## config.mk

```make
export PLATFORM = sky130hd
export DESIGN_NAME = cas_alu_status
export DESIGN_NICKNAME = d
export VERILOG_FILES = /design/src/logic/cas_pkg.sv /design/src/logic/cas_alu_status.sv
export SDC_FILE = /design/constraint.sdc
export NUM_CORES = 2
export LEC_CHECK = 0
export BUFFER_PORTS_ARGS = -buffer_cell sky130_fd_sc_hd__buf_2
export CAP_MARGIN = 0
export CORE_UTILIZATION = 31
export CTS_BUF_LIST = sky130_fd_sc_hd__clkbuf_4
export CTS_CLUSTER_DIAMETER = 100
export CTS_CLUSTER_SIZE = 14
export DETAILED_ROUTE_END_ITERATION = 8
export GPL_TIMING_DRIVEN = 0
export MAX_ROUTING_LAYER = met4
export PLACE_DENSITY = 0.54
export SETUP_SLACK_MARGIN = 0.5
export SLEW_MARGIN = 25
export SYNTH_ARGS = -nofsm -noshare
export SYNTH_HDL_FRONTEND = slang
export SYNTH_SLANG_ARGS = --single-unit
```

## constraint.sdc

```tcl
create_clock -name sys_clk -period 4.6 [get_ports sys_clk]
set_input_delay 1.15 -clock sys_clk [delete_from_list [all_inputs] [get_ports sys_clk]]
set_output_delay 1.15 -clock sys_clk [all_outputs]
set_load 0.005 [all_outputs]
```

## src/logic/cas_pkg.sv

```systemverilog
// Shared constants, operation codes and carriers for the CPU ALU and status datapath
package cas_pkg;

  // Datapath geometry
  localparam int DATA_W = 16;
  localparam int SHAMT_W = 4;
  localparam int LIT_W = 5;

  // Status register field positions
  localparam int ST_CARRY = 0;
  localparam int ST_ZERO = 1;
  localparam int ST_WRAP = 2;
  localparam int ST_NEG = 3;
  localparam int ST_REPEAT = 4;
  localparam int ST_PRIO_LO = 5;
  localparam int ST_PRIO_HI = 7;
  localparam int ST_HALF = 8;

  // Control register field positions
  localparam int CT_WINDOW = 2;
  localparam int CT_PRIO_HIGH = 3;

  // Register selector values on the register port
  localparam logic SEL_STATUS = 1'h0;
  localparam logic SEL_CONTROL = 1'h1;

  // Values after reset
  localparam logic [2:0] PRIO_RST = 3'h0;
  localparam logic [4:0] FLAGS_RST = 5'h00;
  localparam logic CTRL_BIT_RST = 1'h0;

  // Divide timing: setup, one step per divisor bit, sign fix, write back
  localparam int DIV_STEPS = 16;
  localparam int DIV_CYCLES = 19;
  localparam logic [4:0] DIV_LAST_STEP = 5'h0F;

  // Operations offered by the datapath
  typedef enum logic [4:0] {
    OP_ADD, OP_SUB, OP_AND, OP_IOR, OP_XOR,
    OP_ASR, OP_LSR, OP_SL,
    OP_MUL_SS, OP_MUL_UU, OP_MUL_SU, OP_MUL_US,
    OP_MUL_SLIT, OP_MUL_ULIT, OP_MUL_B8,
    OP_DIV_S32, OP_DIV_U32, OP_DIV_S16, OP_DIV_U16
  } cas_op_t;

  // One operation request
  typedef struct packed {
    cas_op_t op;                 // Operation
    logic byte_mode;             // 8-bit operand width
    logic mem_src;               // Operand came from data memory
    logic mem_dst;               // Result goes to data memory
    logic [3:0] dst_reg;         // Destination working register index
    logic [DATA_W-1:0] a;        // First operand, dividend low word
    logic [DATA_W-1:0] b;        // Second operand, divisor, literal or shift count
    logic [DATA_W-1:0] a_hi;     // Dividend high word for 32-bit divides
  } cas_req_t;

  // One datapath answer
  typedef struct packed {
    logic mem_dst;               // Write target is data memory
    logic [3:0] dst_reg;         // Destination working register index
    logic [DATA_W-1:0] lo;       // Result, or product low word
    logic [DATA_W-1:0] hi;       // Product high word
  } cas_res_t;

endpackage

```

## src/logic/cas_alu_status.sv

```systemverilog
// CPU ALU datapath with shifter, multiplier, iterative divider and status/control registers
`timescale 1ns/100ps

module cas_alu_status #(
  parameter int DATA_W = cas_pkg::DATA_W
) (
  // Clock and reset
  input wire logic sys_clk,
  input wire logic rst_n,
  // Operation request
  input wire logic req_valid,
  input wire cas_pkg::cas_req_t req,
  input wire logic div_abort,
  // Operation answer
  output logic res_valid,
  output cas_pkg::cas_res_t res,
  output logic req_illegal,
  // Divider
  output logic div_busy,
  output logic div_done,
  output logic [DATA_W-1:0] quotient_reg,
  output logic [DATA_W-1:0] remainder_reg,
  // Register port
  input wire logic reg_wr,
  input wire logic reg_rd,
  input wire logic reg_sel,
  input wire logic [DATA_W-1:0] reg_wdata,
  output logic [DATA_W-1:0] reg_rdata,
  // Core state inputs
  input wire logic repeat_running,
  input wire logic nesting_disable,
  input wire logic prio_load,
  input wire logic [2:0] prio_value,
  input wire logic prio_high_set,
  // Status and control outputs
  output logic [DATA_W-1:0] alu_flags_reg,
  output logic [DATA_W-1:0] cpu_control_reg,
  output logic [3:0] eff_priority,
  output logic user_irq_block,
  output logic prog_window_enable
);

  // Refuse widths the flag and divide logic cannot serve
  initial begin
    if (DATA_W != 16) begin
      $error("cas_alu_status supports only a 16-bit datapath");
    end
  end

  // Divider sequencing states
  typedef enum logic [2:0] {DV_IDLE, DV_SETUP, DV_STEP, DV_FIX, DV_WRITE} cas_div_state_t;

  // Extend a 16-bit operand to the multiplier's 17 bits
  function automatic logic [16:0] ext17(input logic [15:0] v, input logic sgn);
    ext17 = {sgn & v[15], v};
  endfunction

  // Two's complement magnitude of a 32-bit value
  function automatic logic [31:0] mag32(input logic [31:0] v, input logic neg);
    mag32 = neg ? (~v + 32'h0000_0001) : v;
  endfunction

  // Flag registers
  logic carry_r, zero_r, wrap_r, neg_r, half_r;
  logic [2:0] prio_r;                      // Priority field
  logic high_r;                            // Priority high bit
  logic window_r;                          // Program window enable
  logic repeat_r;                          // Repeat loop mirror

  // Combinational ALU outcome
  logic [15:0] alu_lo, alu_hi;
  logic flags_upd, arith_upd;
  logic c_nxt, z_nxt, ov_nxt, n_nxt, dc_nxt;
  logic is_shift, is_mul, is_div, shift_bad;

  // Divider state
  cas_div_state_t dv_state_r;
  logic [4:0] dv_step_r;
  logic [16:0] dv_rem_r;                   // Partial remainder, one spare bit
  logic [15:0] dv_q_r;                     // Quotient bits shifting in
  logic [15:0] dv_divisor_r;
  logic [31:0] dv_dividend_r;
  logic dv_signed_r, dv_qneg_r, dv_rneg_r;
  logic [16:0] dv_trial;
  logic [31:0] dv_dvd_mag;                 // Dividend magnitude for setup
  logic [31:0] dv_dsr_mag;                 // Divisor magnitude for setup

  // Operation classes
  always_comb begin
    is_shift = (req.op == cas_pkg::OP_ASR) || (req.op == cas_pkg::OP_LSR) || (req.op == cas_pkg::OP_SL);
    is_mul = (req.op >= cas_pkg::OP_MUL_SS) && (req.op <= cas_pkg::OP_MUL_B8);
    is_div = (req.op >= cas_pkg::OP_DIV_S32);
    // Shifts have no memory addressing modes
    shift_bad = is_shift && (req.mem_src || req.mem_dst);
  end

  // Single-cycle arithmetic, logic, shift and multiply
  always_comb begin
    logic [15:0] bx;
    logic cin;
    logic [16:0] sw;
    logic [8:0] sb;
    logic [4:0] nib;
    logic [8:0] lowb;
    logic [16:0] ma, mb;
    logic [33:0] prod;
    logic [15:0] r;
    bx = req.b;
    cin = 1'h0;
    sw = 17'h0_0000;
    sb = 9'h000;
    nib = 5'h00;
    lowb = 9'h000;
    ma = 17'h0_0000;
    mb = 17'h0_0000;
    prod = 34'h0_0000_0000;
    r = 16'h0000;
    alu_lo = 16'h0000;
    alu_hi = 16'h0000;
    flags_upd = 1'h0;
    arith_upd = 1'h0;
    c_nxt = carry_r;
    dc_nxt = half_r;
    ov_nxt = wrap_r;
    // Subtraction adds the inverted operand plus one, carry means no borrow
    if (req.op == cas_pkg::OP_SUB) begin
      bx = ~req.b;
      cin = 1'h1;
    end
    sw = {1'h0, req.a} + {1'h0, bx} + {16'h0000, cin};
    sb = {1'h0, req.a[7:0]} + {1'h0, bx[7:0]} + {8'h00, cin};
    nib = {1'h0, req.a[3:0]} + {1'h0, bx[3:0]} + {4'h0, cin};
    lowb = sb;
    case (req.op)
      cas_pkg::OP_ADD, cas_pkg::OP_SUB: begin
        r = sw[15:0];
        flags_upd = 1'h1;
        arith_upd = 1'h1;
        if (req.byte_mode) begin
          c_nxt = sb[8];
          dc_nxt = nib[4];
          ov_nxt = (req.a[7] == bx[7]) && (sb[7] != req.a[7]);
        end else begin
          c_nxt = sw[16];
          dc_nxt = lowb[8];
          ov_nxt = (req.a[15] == bx[15]) && (sw[15] != req.a[15]);
        end
      end
      cas_pkg::OP_AND: begin
        r = req.a & req.b;
        flags_upd = 1'h1;
      end
      cas_pkg::OP_IOR: begin
        r = req.a | req.b;
        flags_upd = 1'h1;
      end
      cas_pkg::OP_XOR: begin
        r = req.a ^ req.b;
        flags_upd = 1'h1;
      end
      // Barrel shifts finish in the same cycle for any count 0..15
      cas_pkg::OP_ASR: begin
        r = 16'($signed(req.a) >>> req.b[cas_pkg::SHAMT_W-1:0]);
        flags_upd = 1'h1;
      end
      cas_pkg::OP_LSR: begin
        r = req.a >> req.b[cas_pkg::SHAMT_W-1:0];
        flags_upd = 1'h1;
      end
      cas_pkg::OP_SL: begin
        r = req.a << req.b[cas_pkg::SHAMT_W-1:0];
        flags_upd = 1'h1;
      end
      default: begin
        r = 16'h0000;
      end
    endcase
    // Multiplier operand preparation for each sign mode
    case (req.op)
      cas_pkg::OP_MUL_SS: begin
        ma = ext17(req.a, 1'h1);
        mb = ext17(req.b, 1'h1);
      end
      cas_pkg::OP_MUL_SU: begin
        ma = ext17(req.a, 1'h1);
        mb = ext17(req.b, 1'h0);
      end
      cas_pkg::OP_MUL_US: begin
        ma = ext17(req.a, 1'h0);
        mb = ext17(req.b, 1'h1);
      end
      cas_pkg::OP_MUL_SLIT: begin
        ma = ext17(req.a, 1'h1);
        mb = {12'h000, req.b[cas_pkg::LIT_W-1:0]};
      end
      cas_pkg::OP_MUL_ULIT: begin
        ma = ext17(req.a, 1'h0);
        mb = {12'h000, req.b[cas_pkg::LIT_W-1:0]};
      end
      cas_pkg::OP_MUL_B8: begin
        ma = {9'h000, req.a[7:0]};
        mb = {9'h000, req.b[7:0]};
      end
      default: begin
        ma = ext17(req.a, 1'h0);
        mb = ext17(req.b, 1'h0);
      end
    endcase
    // One signed 17x17 array serves every mode
    prod = 34'($signed(ma) * $signed(mb));
    if (is_mul) begin
      alu_lo = prod[15:0];
      alu_hi = (req.op == cas_pkg::OP_MUL_B8) ? 16'h0000 : prod[31:16];
    end else if (req.byte_mode && !is_shift) begin
      // Byte results leave the upper byte of the destination untouched
      alu_lo = {req.a[15:8], r[7:0]};
    end else begin
      alu_lo = r;
    end
    // Negative and zero follow the active width
    if (req.byte_mode && !is_shift) begin
      n_nxt = r[7];
      z_nxt = (r[7:0] == 8'h00);
    end else begin
      n_nxt = r[15];
      z_nxt = (r == 16'h0000);
    end
  end

  // Arithmetic and logic answers, one cycle after the request
  always_ff @(posedge sys_clk or negedge rst_n) begin
    if (!rst_n) begin
      res_valid <= 1'h0;
      res <= '0;
      req_illegal <= 1'h0;
    end else begin
      res_valid <= req_valid && !is_div && !shift_bad;
      req_illegal <= req_valid && shift_bad;
      if (req_valid && !is_div) begin
        res.lo <= alu_lo;
        res.hi <= alu_hi;
        res.mem_dst <= req.mem_dst;
        res.dst_reg <= req.dst_reg;
      end
    end
  end

  // Status flags: hardware results win over a software write in the same cycle
  always_ff @(posedge sys_clk or negedge rst_n) begin
    if (!rst_n) begin
      {half_r, neg_r, wrap_r, zero_r, carry_r} <= cas_pkg::FLAGS_RST;
    end else if (req_valid && flags_upd && !shift_bad) begin
      neg_r <= n_nxt;
      zero_r <= z_nxt;
      if (arith_upd) begin
        carry_r <= c_nxt;
        half_r <= dc_nxt;
        wrap_r <= ov_nxt;
      end
    end else if (reg_wr && reg_sel == cas_pkg::SEL_STATUS) begin
      carry_r <= reg_wdata[cas_pkg::ST_CARRY];
      zero_r <= reg_wdata[cas_pkg::ST_ZERO];
      wrap_r <= reg_wdata[cas_pkg::ST_WRAP];
      neg_r <= reg_wdata[cas_pkg::ST_NEG];
      half_r <= reg_wdata[cas_pkg::ST_HALF];
    end
  end

  // Priority field: hardware load wins, software blocked while nesting is disabled
  always_ff @(posedge sys_clk or negedge rst_n) begin
    if (!rst_n) begin
      prio_r <= cas_pkg::PRIO_RST;
    end else if (prio_load) begin
      prio_r <= prio_value;
    end else if (reg_wr && reg_sel == cas_pkg::SEL_STATUS && !nesting_disable) begin
      prio_r <= reg_wdata[cas_pkg::ST_PRIO_HI:cas_pkg::ST_PRIO_LO];
    end
  end

  // Repeat flag mirrors the loop hardware, never software
  always_ff @(posedge sys_clk or negedge rst_n) begin
    if (!rst_n) begin
      repeat_r <= 1'h0;
    end else begin
      repeat_r <= repeat_running;
    end
  end

  // Control bits: high bit is set by hardware and only cleared by software
  always_ff @(posedge sys_clk or negedge rst_n) begin
    if (!rst_n) begin
      high_r <= cas_pkg::CTRL_BIT_RST;
      window_r <= cas_pkg::CTRL_BIT_RST;
    end else begin
      if (prio_high_set) begin
        high_r <= 1'h1;
      end else if (reg_wr && reg_sel == cas_pkg::SEL_CONTROL && !reg_wdata[cas_pkg::CT_PRIO_HIGH]) begin
        high_r <= 1'h0;
      end
      if (reg_wr && reg_sel == cas_pkg::SEL_CONTROL) begin
        window_r <= reg_wdata[cas_pkg::CT_WINDOW];
      end
    end
  end

  // Trial subtraction for one restoring divide step
  always_comb begin
    dv_trial = {dv_rem_r[15:0], dv_dividend_r[31]} - {1'h0, dv_divisor_r};
    // Magnitudes are formed here so setup can slice them
    dv_dvd_mag = mag32(dv_dividend_r, dv_signed_r && dv_dividend_r[31]);
    dv_dsr_mag = mag32({16'h0000, dv_divisor_r}, dv_signed_r && dv_divisor_r[15]);
  end

  // Divider: setup, sixteen steps, sign fix, write back; abort at any cycle
  always_ff @(posedge sys_clk or negedge rst_n) begin
    if (!rst_n) begin
      dv_state_r <= DV_IDLE;
      dv_step_r <= 5'h00;
      dv_rem_r <= 17'h0_0000;
      dv_q_r <= 16'h0000;
      dv_divisor_r <= 16'h0000;
      dv_dividend_r <= 32'h0000_0000;
      dv_signed_r <= 1'h0;
      dv_qneg_r <= 1'h0;
      dv_rneg_r <= 1'h0;
    end else if (div_abort) begin
      dv_state_r <= DV_IDLE;
    end else begin
      case (dv_state_r)
        DV_IDLE: begin
          if (req_valid && is_div) begin
            dv_signed_r <= (req.op == cas_pkg::OP_DIV_S32) || (req.op == cas_pkg::OP_DIV_S16);
            dv_divisor_r <= req.b;
            // Short dividends are widened so both sizes run the same steps
            case (req.op)
              cas_pkg::OP_DIV_S16: dv_dividend_r <= {{16{req.a[15]}}, req.a};
              cas_pkg::OP_DIV_U16: dv_dividend_r <= {16'h0000, req.a};
              default: dv_dividend_r <= {req.a_hi, req.a};
            endcase
            dv_state_r <= DV_SETUP;
          end
        end
        DV_SETUP: begin
          // Work on magnitudes, remember result signs
          dv_qneg_r <= dv_signed_r && (dv_dividend_r[31] ^ dv_divisor_r[15]);
          dv_rneg_r <= dv_signed_r && dv_dividend_r[31];
          dv_dividend_r <= {dv_dvd_mag[15:0], 16'h0000};
          dv_rem_r <= {1'h0, dv_dvd_mag[31:16]};
          dv_divisor_r <= dv_dsr_mag[15:0];
          dv_step_r <= 5'h00;
          dv_state_r <= DV_STEP;
        end
        DV_STEP: begin
          // One quotient bit per divisor bit
          if (!dv_trial[16]) begin
            dv_rem_r <= dv_trial;
            dv_q_r <= {dv_q_r[14:0], 1'h1};
          end else begin
            dv_rem_r <= {dv_rem_r[15:0], dv_dividend_r[31]};
            dv_q_r <= {dv_q_r[14:0], 1'h0};
          end
          dv_dividend_r <= {dv_dividend_r[30:0], 1'h0};
          dv_step_r <= dv_step_r + 5'h01;
          if (dv_step_r == cas_pkg::DIV_LAST_STEP) begin
            dv_state_r <= DV_FIX;
          end
        end
        DV_FIX: begin
          dv_q_r <= dv_qneg_r ? (~dv_q_r + 16'h0001) : dv_q_r;
          dv_rem_r <= {1'h0, dv_rneg_r ? (~dv_rem_r[15:0] + 16'h0001) : dv_rem_r[15:0]};
          dv_state_r <= DV_WRITE;
        end
        DV_WRITE: begin
          dv_state_r <= DV_IDLE;
        end
        default: begin
          dv_state_r <= DV_IDLE;
        end
      endcase
    end
  end

  // Divide results land in the fixed quotient and remainder registers
  always_ff @(posedge sys_clk or negedge rst_n) begin
    if (!rst_n) begin
      quotient_reg <= 16'h0000;
      remainder_reg <= 16'h0000;
      div_done <= 1'h0;
      div_busy <= 1'h0;
    end else begin
      div_done <= 1'h0;
      if (div_abort) begin
        div_busy <= 1'h0;
      end else if (dv_state_r == DV_IDLE && req_valid && is_div) begin
        div_busy <= 1'h1;
      end else if (dv_state_r == DV_WRITE) begin
        quotient_reg <= dv_q_r;
        remainder_reg <= dv_rem_r[15:0];
        div_done <= 1'h1;
        div_busy <= 1'h0;
      end
    end
  end

  // Register read data; unimplemented bits are zero
  always_ff @(posedge sys_clk or negedge rst_n) begin
    if (!rst_n) begin
      reg_rdata <= 16'h0000;
    end else if (reg_rd) begin
      reg_rdata <= (reg_sel == cas_pkg::SEL_STATUS) ? alu_flags_reg : cpu_control_reg;
    end
  end

  // Assembled register images and priority view, all from flip-flops
  always_comb begin
    alu_flags_reg = {7'h00, half_r, prio_r, repeat_r, neg_r, wrap_r, zero_r, carry_r};
    cpu_control_reg = {12'h000, high_r, window_r, 2'h0};
    eff_priority = {high_r, prio_r};
    user_irq_block = high_r;
    prog_window_enable = window_r;
  end

endmodule

```

==> results.yml <==
final_layout:
  synthToLayoutAreaGrowth_pct: 20.63
  reg_top3: "res: 37 flops, dv_dividend_r: 32 flops"
  fillers: 8104
  regMostFlops: "res"
  fin_util: 0.3792
  nets: 3670
  drive_gt1_frac: 0.2106
  largest_reg_flops: 37
sta:
  setup_viol: 24
  final_hold_viol_count: 0
  fin_ws_ns: -2.610
  finalCritPeriodShare: 1.567
  clock_skew_ns: 0.08481
  setup_tns_ns: -46.99
  drv_slew: 0
  rsz0062_at_grt: "yes"
  tightest_slew_ns: 1.039
  slew_headroom: 0.3072
  finalCriticalPeriod_ns: 7.210
  fmax_mhz: 138.7
global_routing:
  grt_max_degree: 78
  grt_pass1_vias: 21740
  grt_antenna_before_repair: 7
  overflow: 0
  grt_first_pass_wirelength_mm: 136.9
  track_usage: 0.2355
die:
  io_pins: 217
  core_um2: 77590
  die-area_um2: 79810
  num_rows: 102
  die_width_um: 282.5
  initial_utilization: 0.3144
  die_y_um: 282.5
pwr:
  power.density_nw_per_um2: 603.7
  vdd_drop_max_mv: 1.377
  p_leak_nw: 13.72
worst_setup_path:
  critPathLaunchType: "input port"
  crit_fanout: 7
  rr_worst_depth: 12
  critPathArrivalTime_ns: 7.99
  required_ns: 5.38
  worst_setup_path_end_kind: "flop"
  r2r_start: "dv_dividend_r[31]"
  crit_type: "input port to flop"
  crit_end: "res[11]"
  startpoint: "req[56]"
  r2r_end: "dv_rem_r[13]"
  reg2reg_slack_ns: 0.85
clock_tree:
  path_clk_slew_ns: 0.30
  cts_sinks: 184
  cts_max_level: 4
  insertion_delay_ns: 0.84
  postCtsHoldBufs: 0
  cts_buffer_depth: 2
  cts_root_buf: "clkbuf_4"
  cts_tree: "done"
  cts_buffers: 17
synthesis:
  synth_area_um2: 24390
  ys_ff_latch: 184
  ys_types: 88
  yosysWarnings: 0
  syn_inst: 2851
  avgSynthCellArea_um2: 8.556
  ys_seq_area_frac: 0.1888
  synth_edf_count: 0
  synth_ff_type: "dfrtp_1"
  async_flop_share: 1.000
place:
  dpl.hpwl_mm: 71.43
  io_buffers: 175
  gp_congestion: 0.9998
  pre_cts_ws_ns: -3.965
drt:
  wl_per_cell_um: 21.49
  finalWirelength_mm: 90.37
  drt_first_pass_iters: 7
  vias_per_cell: 5.216
  remaining_drc_errors: 0
  drtIter0Drc: 1682
  vias: 21930
  postRouteAntennaNets: 0
status:
  violations: "negative setup slack"
  outcome: "finished, violations left"
job:
  cap_violations: 0
min_path:
  hp-class: "input port to asynchronous set/reset pin"
==> cell families (layout without fill, tap and decap cells) <==
kind of cell               count (synthesis)  in the layout  share of synthesized area
muxes                                     98             98                    0.05452
xor gates and xnor gates                 112            112                    0.04021
AOI/OAI and AO/OA                        570            570                     0.1477
adders and majority gates                436            436                     0.3110
buffers and inverters                    572            851                    0.09463
and+or+nand+nor                          878            878                     0.1630
other                                      1             36                  0.0001537
DFF                                      184            184                     0.1888
==> per-stage QoR <==
step	power, W	hold WS, ns	area (um2)	instances
final	0.01776	0.1463	29430	4205
after global routing	0.01968	0.1615	29420	4202
after CTS	0.01719	0.1149	28750	4165
after detailed placement	0.01508	0.4564	27450	4099
after global placement	0.01513	0.4497	27330	4093
after floorplan	0.01191	0.4300	25150	2878
==> placed cells by master, fill, tap and decap left out, types with 18 or more instances in the layout <==
master and instances:
buf_2 176, a22oi_1 46, mux2i_1 26, a21oi_1 137, clkbuf_4 25, xnor2_1 64, xor2_1 39, buf_4 109
clkbuf_1 80, nor2b_1 18, and3_1 22, conb_1 28, mux4_2 23, a31oi_1 22, ha_4 20, nand2_1 250
o21ai_1 20, inv_2 20, and2_1 22, nor3_1 35, nand3_1 44, o21ai_0 119, dfrtp_1 184, inv_1 347
nand2b_1 20, a21o_1 19, mux2_2 49, nor2_1 317, fa_1 273, ha_1 126
==> synthesized netlist by cell type (12+ instances only) <==
cell,number,share of area
and3_1,24,0.0062
nor4_1,21,0.0054
a22oi_1,46,0.014
o21ai_1,12,0.0025
or3_1,18,0.0046
xor2_1,41,0.015
a31oi_1,27,0.0069
o22ai_1,18,0.0046
a211oi_1,21,0.0065
xnor2_1,71,0.025
ha_1,152,0.078
dfrtp_1,184,0.19
buf_4,41,0.013
a21oi_1,154,0.032
clkbuf_1,143,0.022
a221oi_1,18,0.0065
and2_1,23,0.0059
nor2_1,325,0.050
nand2b_1,21,0.0054
nand3_1,47,0.0096
inv_1,368,0.057
a21o_1,19,0.0058
nor2b_1,20,0.0051
mux4_2,23,0.021
nand2_1,275,0.042
o21a_1,14,0.0043
mux2i_1,26,0.011
o211ai_1,14,0.0043
o31ai_1,13,0.0040
mux2_2,49,0.023
nor3_1,41,0.0084
fa_1,284,0.23
o21ai_0,135,0.028
==> layout make-up <==
class / count / area, um2 / area share
inverters: 374 / 1428 / 0.04852
clock buffers: 17 / 127.6 / 0.004337
diodes: 8 / 20.02 / 0.0006803
well taps: 1040 / 1301 / 0.04422
clock inverters: 15 / 217.7 / 0.007399
plain buffers: 198 / 1506 / 0.05119
repair buffers: 247 / 1560 / 0.05302
multi-input cells: 2122 / 18660 / 0.6342
flip-flops and latches: 184 / 4604 / 0.1565
==> per-layer routing <==
| layer | track usage | up-vias | wire length (um) |
|---|---|---|---|
| li1 | - | 10060 | - |
| met2 | 0.3645 | 783 | 41950 |
| met5 | - | - | 0 |
| met3 | 0.03246 | 131 | 5686 |
| met1 | 0.3165 | 10960 | 39770 |
| met4 | 0.07554 | 0 | 2968 |
==> power by group <==
part           internal [W]  switching [W]
Clock              0.000290       0.000897
Combinational       0.00637        0.00765
Sequential          0.00203       0.000533
Total               0.00869        0.00908
==> worst max-delay path, cell delays in order <==
cell       delay [ns]
buf_12           0.09
clkbuf_16        0.13
or3b_4           0.37
or2_4            0.28
clkbuf_16        0.17
and2_4           0.15
clkbuf_16        0.15
nand2_4          0.06
fa_1             0.43
fa_2             0.55
fa_1             0.43
fa_1             0.55
inv_2            0.05
fa_1             0.52
inv_2            0.04
fa_1             0.51
inv_2            0.05
ha_4             0.27
and3_4           0.16
o211ai_1         0.14
nand2_1          0.08
or3b_4           0.41
a31oi_4          0.28
o41ai_4          0.12
o21a_1           0.24
or4b_1           0.50
nand3_1          0.07
==> worst min path at each step <==
stage | end | slack (ns) | cells past startpoint
3_3_place_gp | dv_qneg_r | 0.45 | 2
4_1_cts | res[7] | 0.11 | 1
5_1_grt | res[7] | 0.16 | 1
2_1_floorplan | dv_qneg_r | 0.43 | 2
3_5_place_dp | dv_qneg_r | 0.46 | 2
6_report | res[5] | 0.15 | 1
==> what timing repair did <==
action | in CTS | in global routing
hold endpoints to repair | 0 | 0
setup endpoints to repair | 31 | 29
pin swaps | 61 | 54
resized for setup | 171 | 119
setup buffers | 33 | 31
gates cloned | 1 | 1
Note: power is estimated with default switching activity, not from simulation.
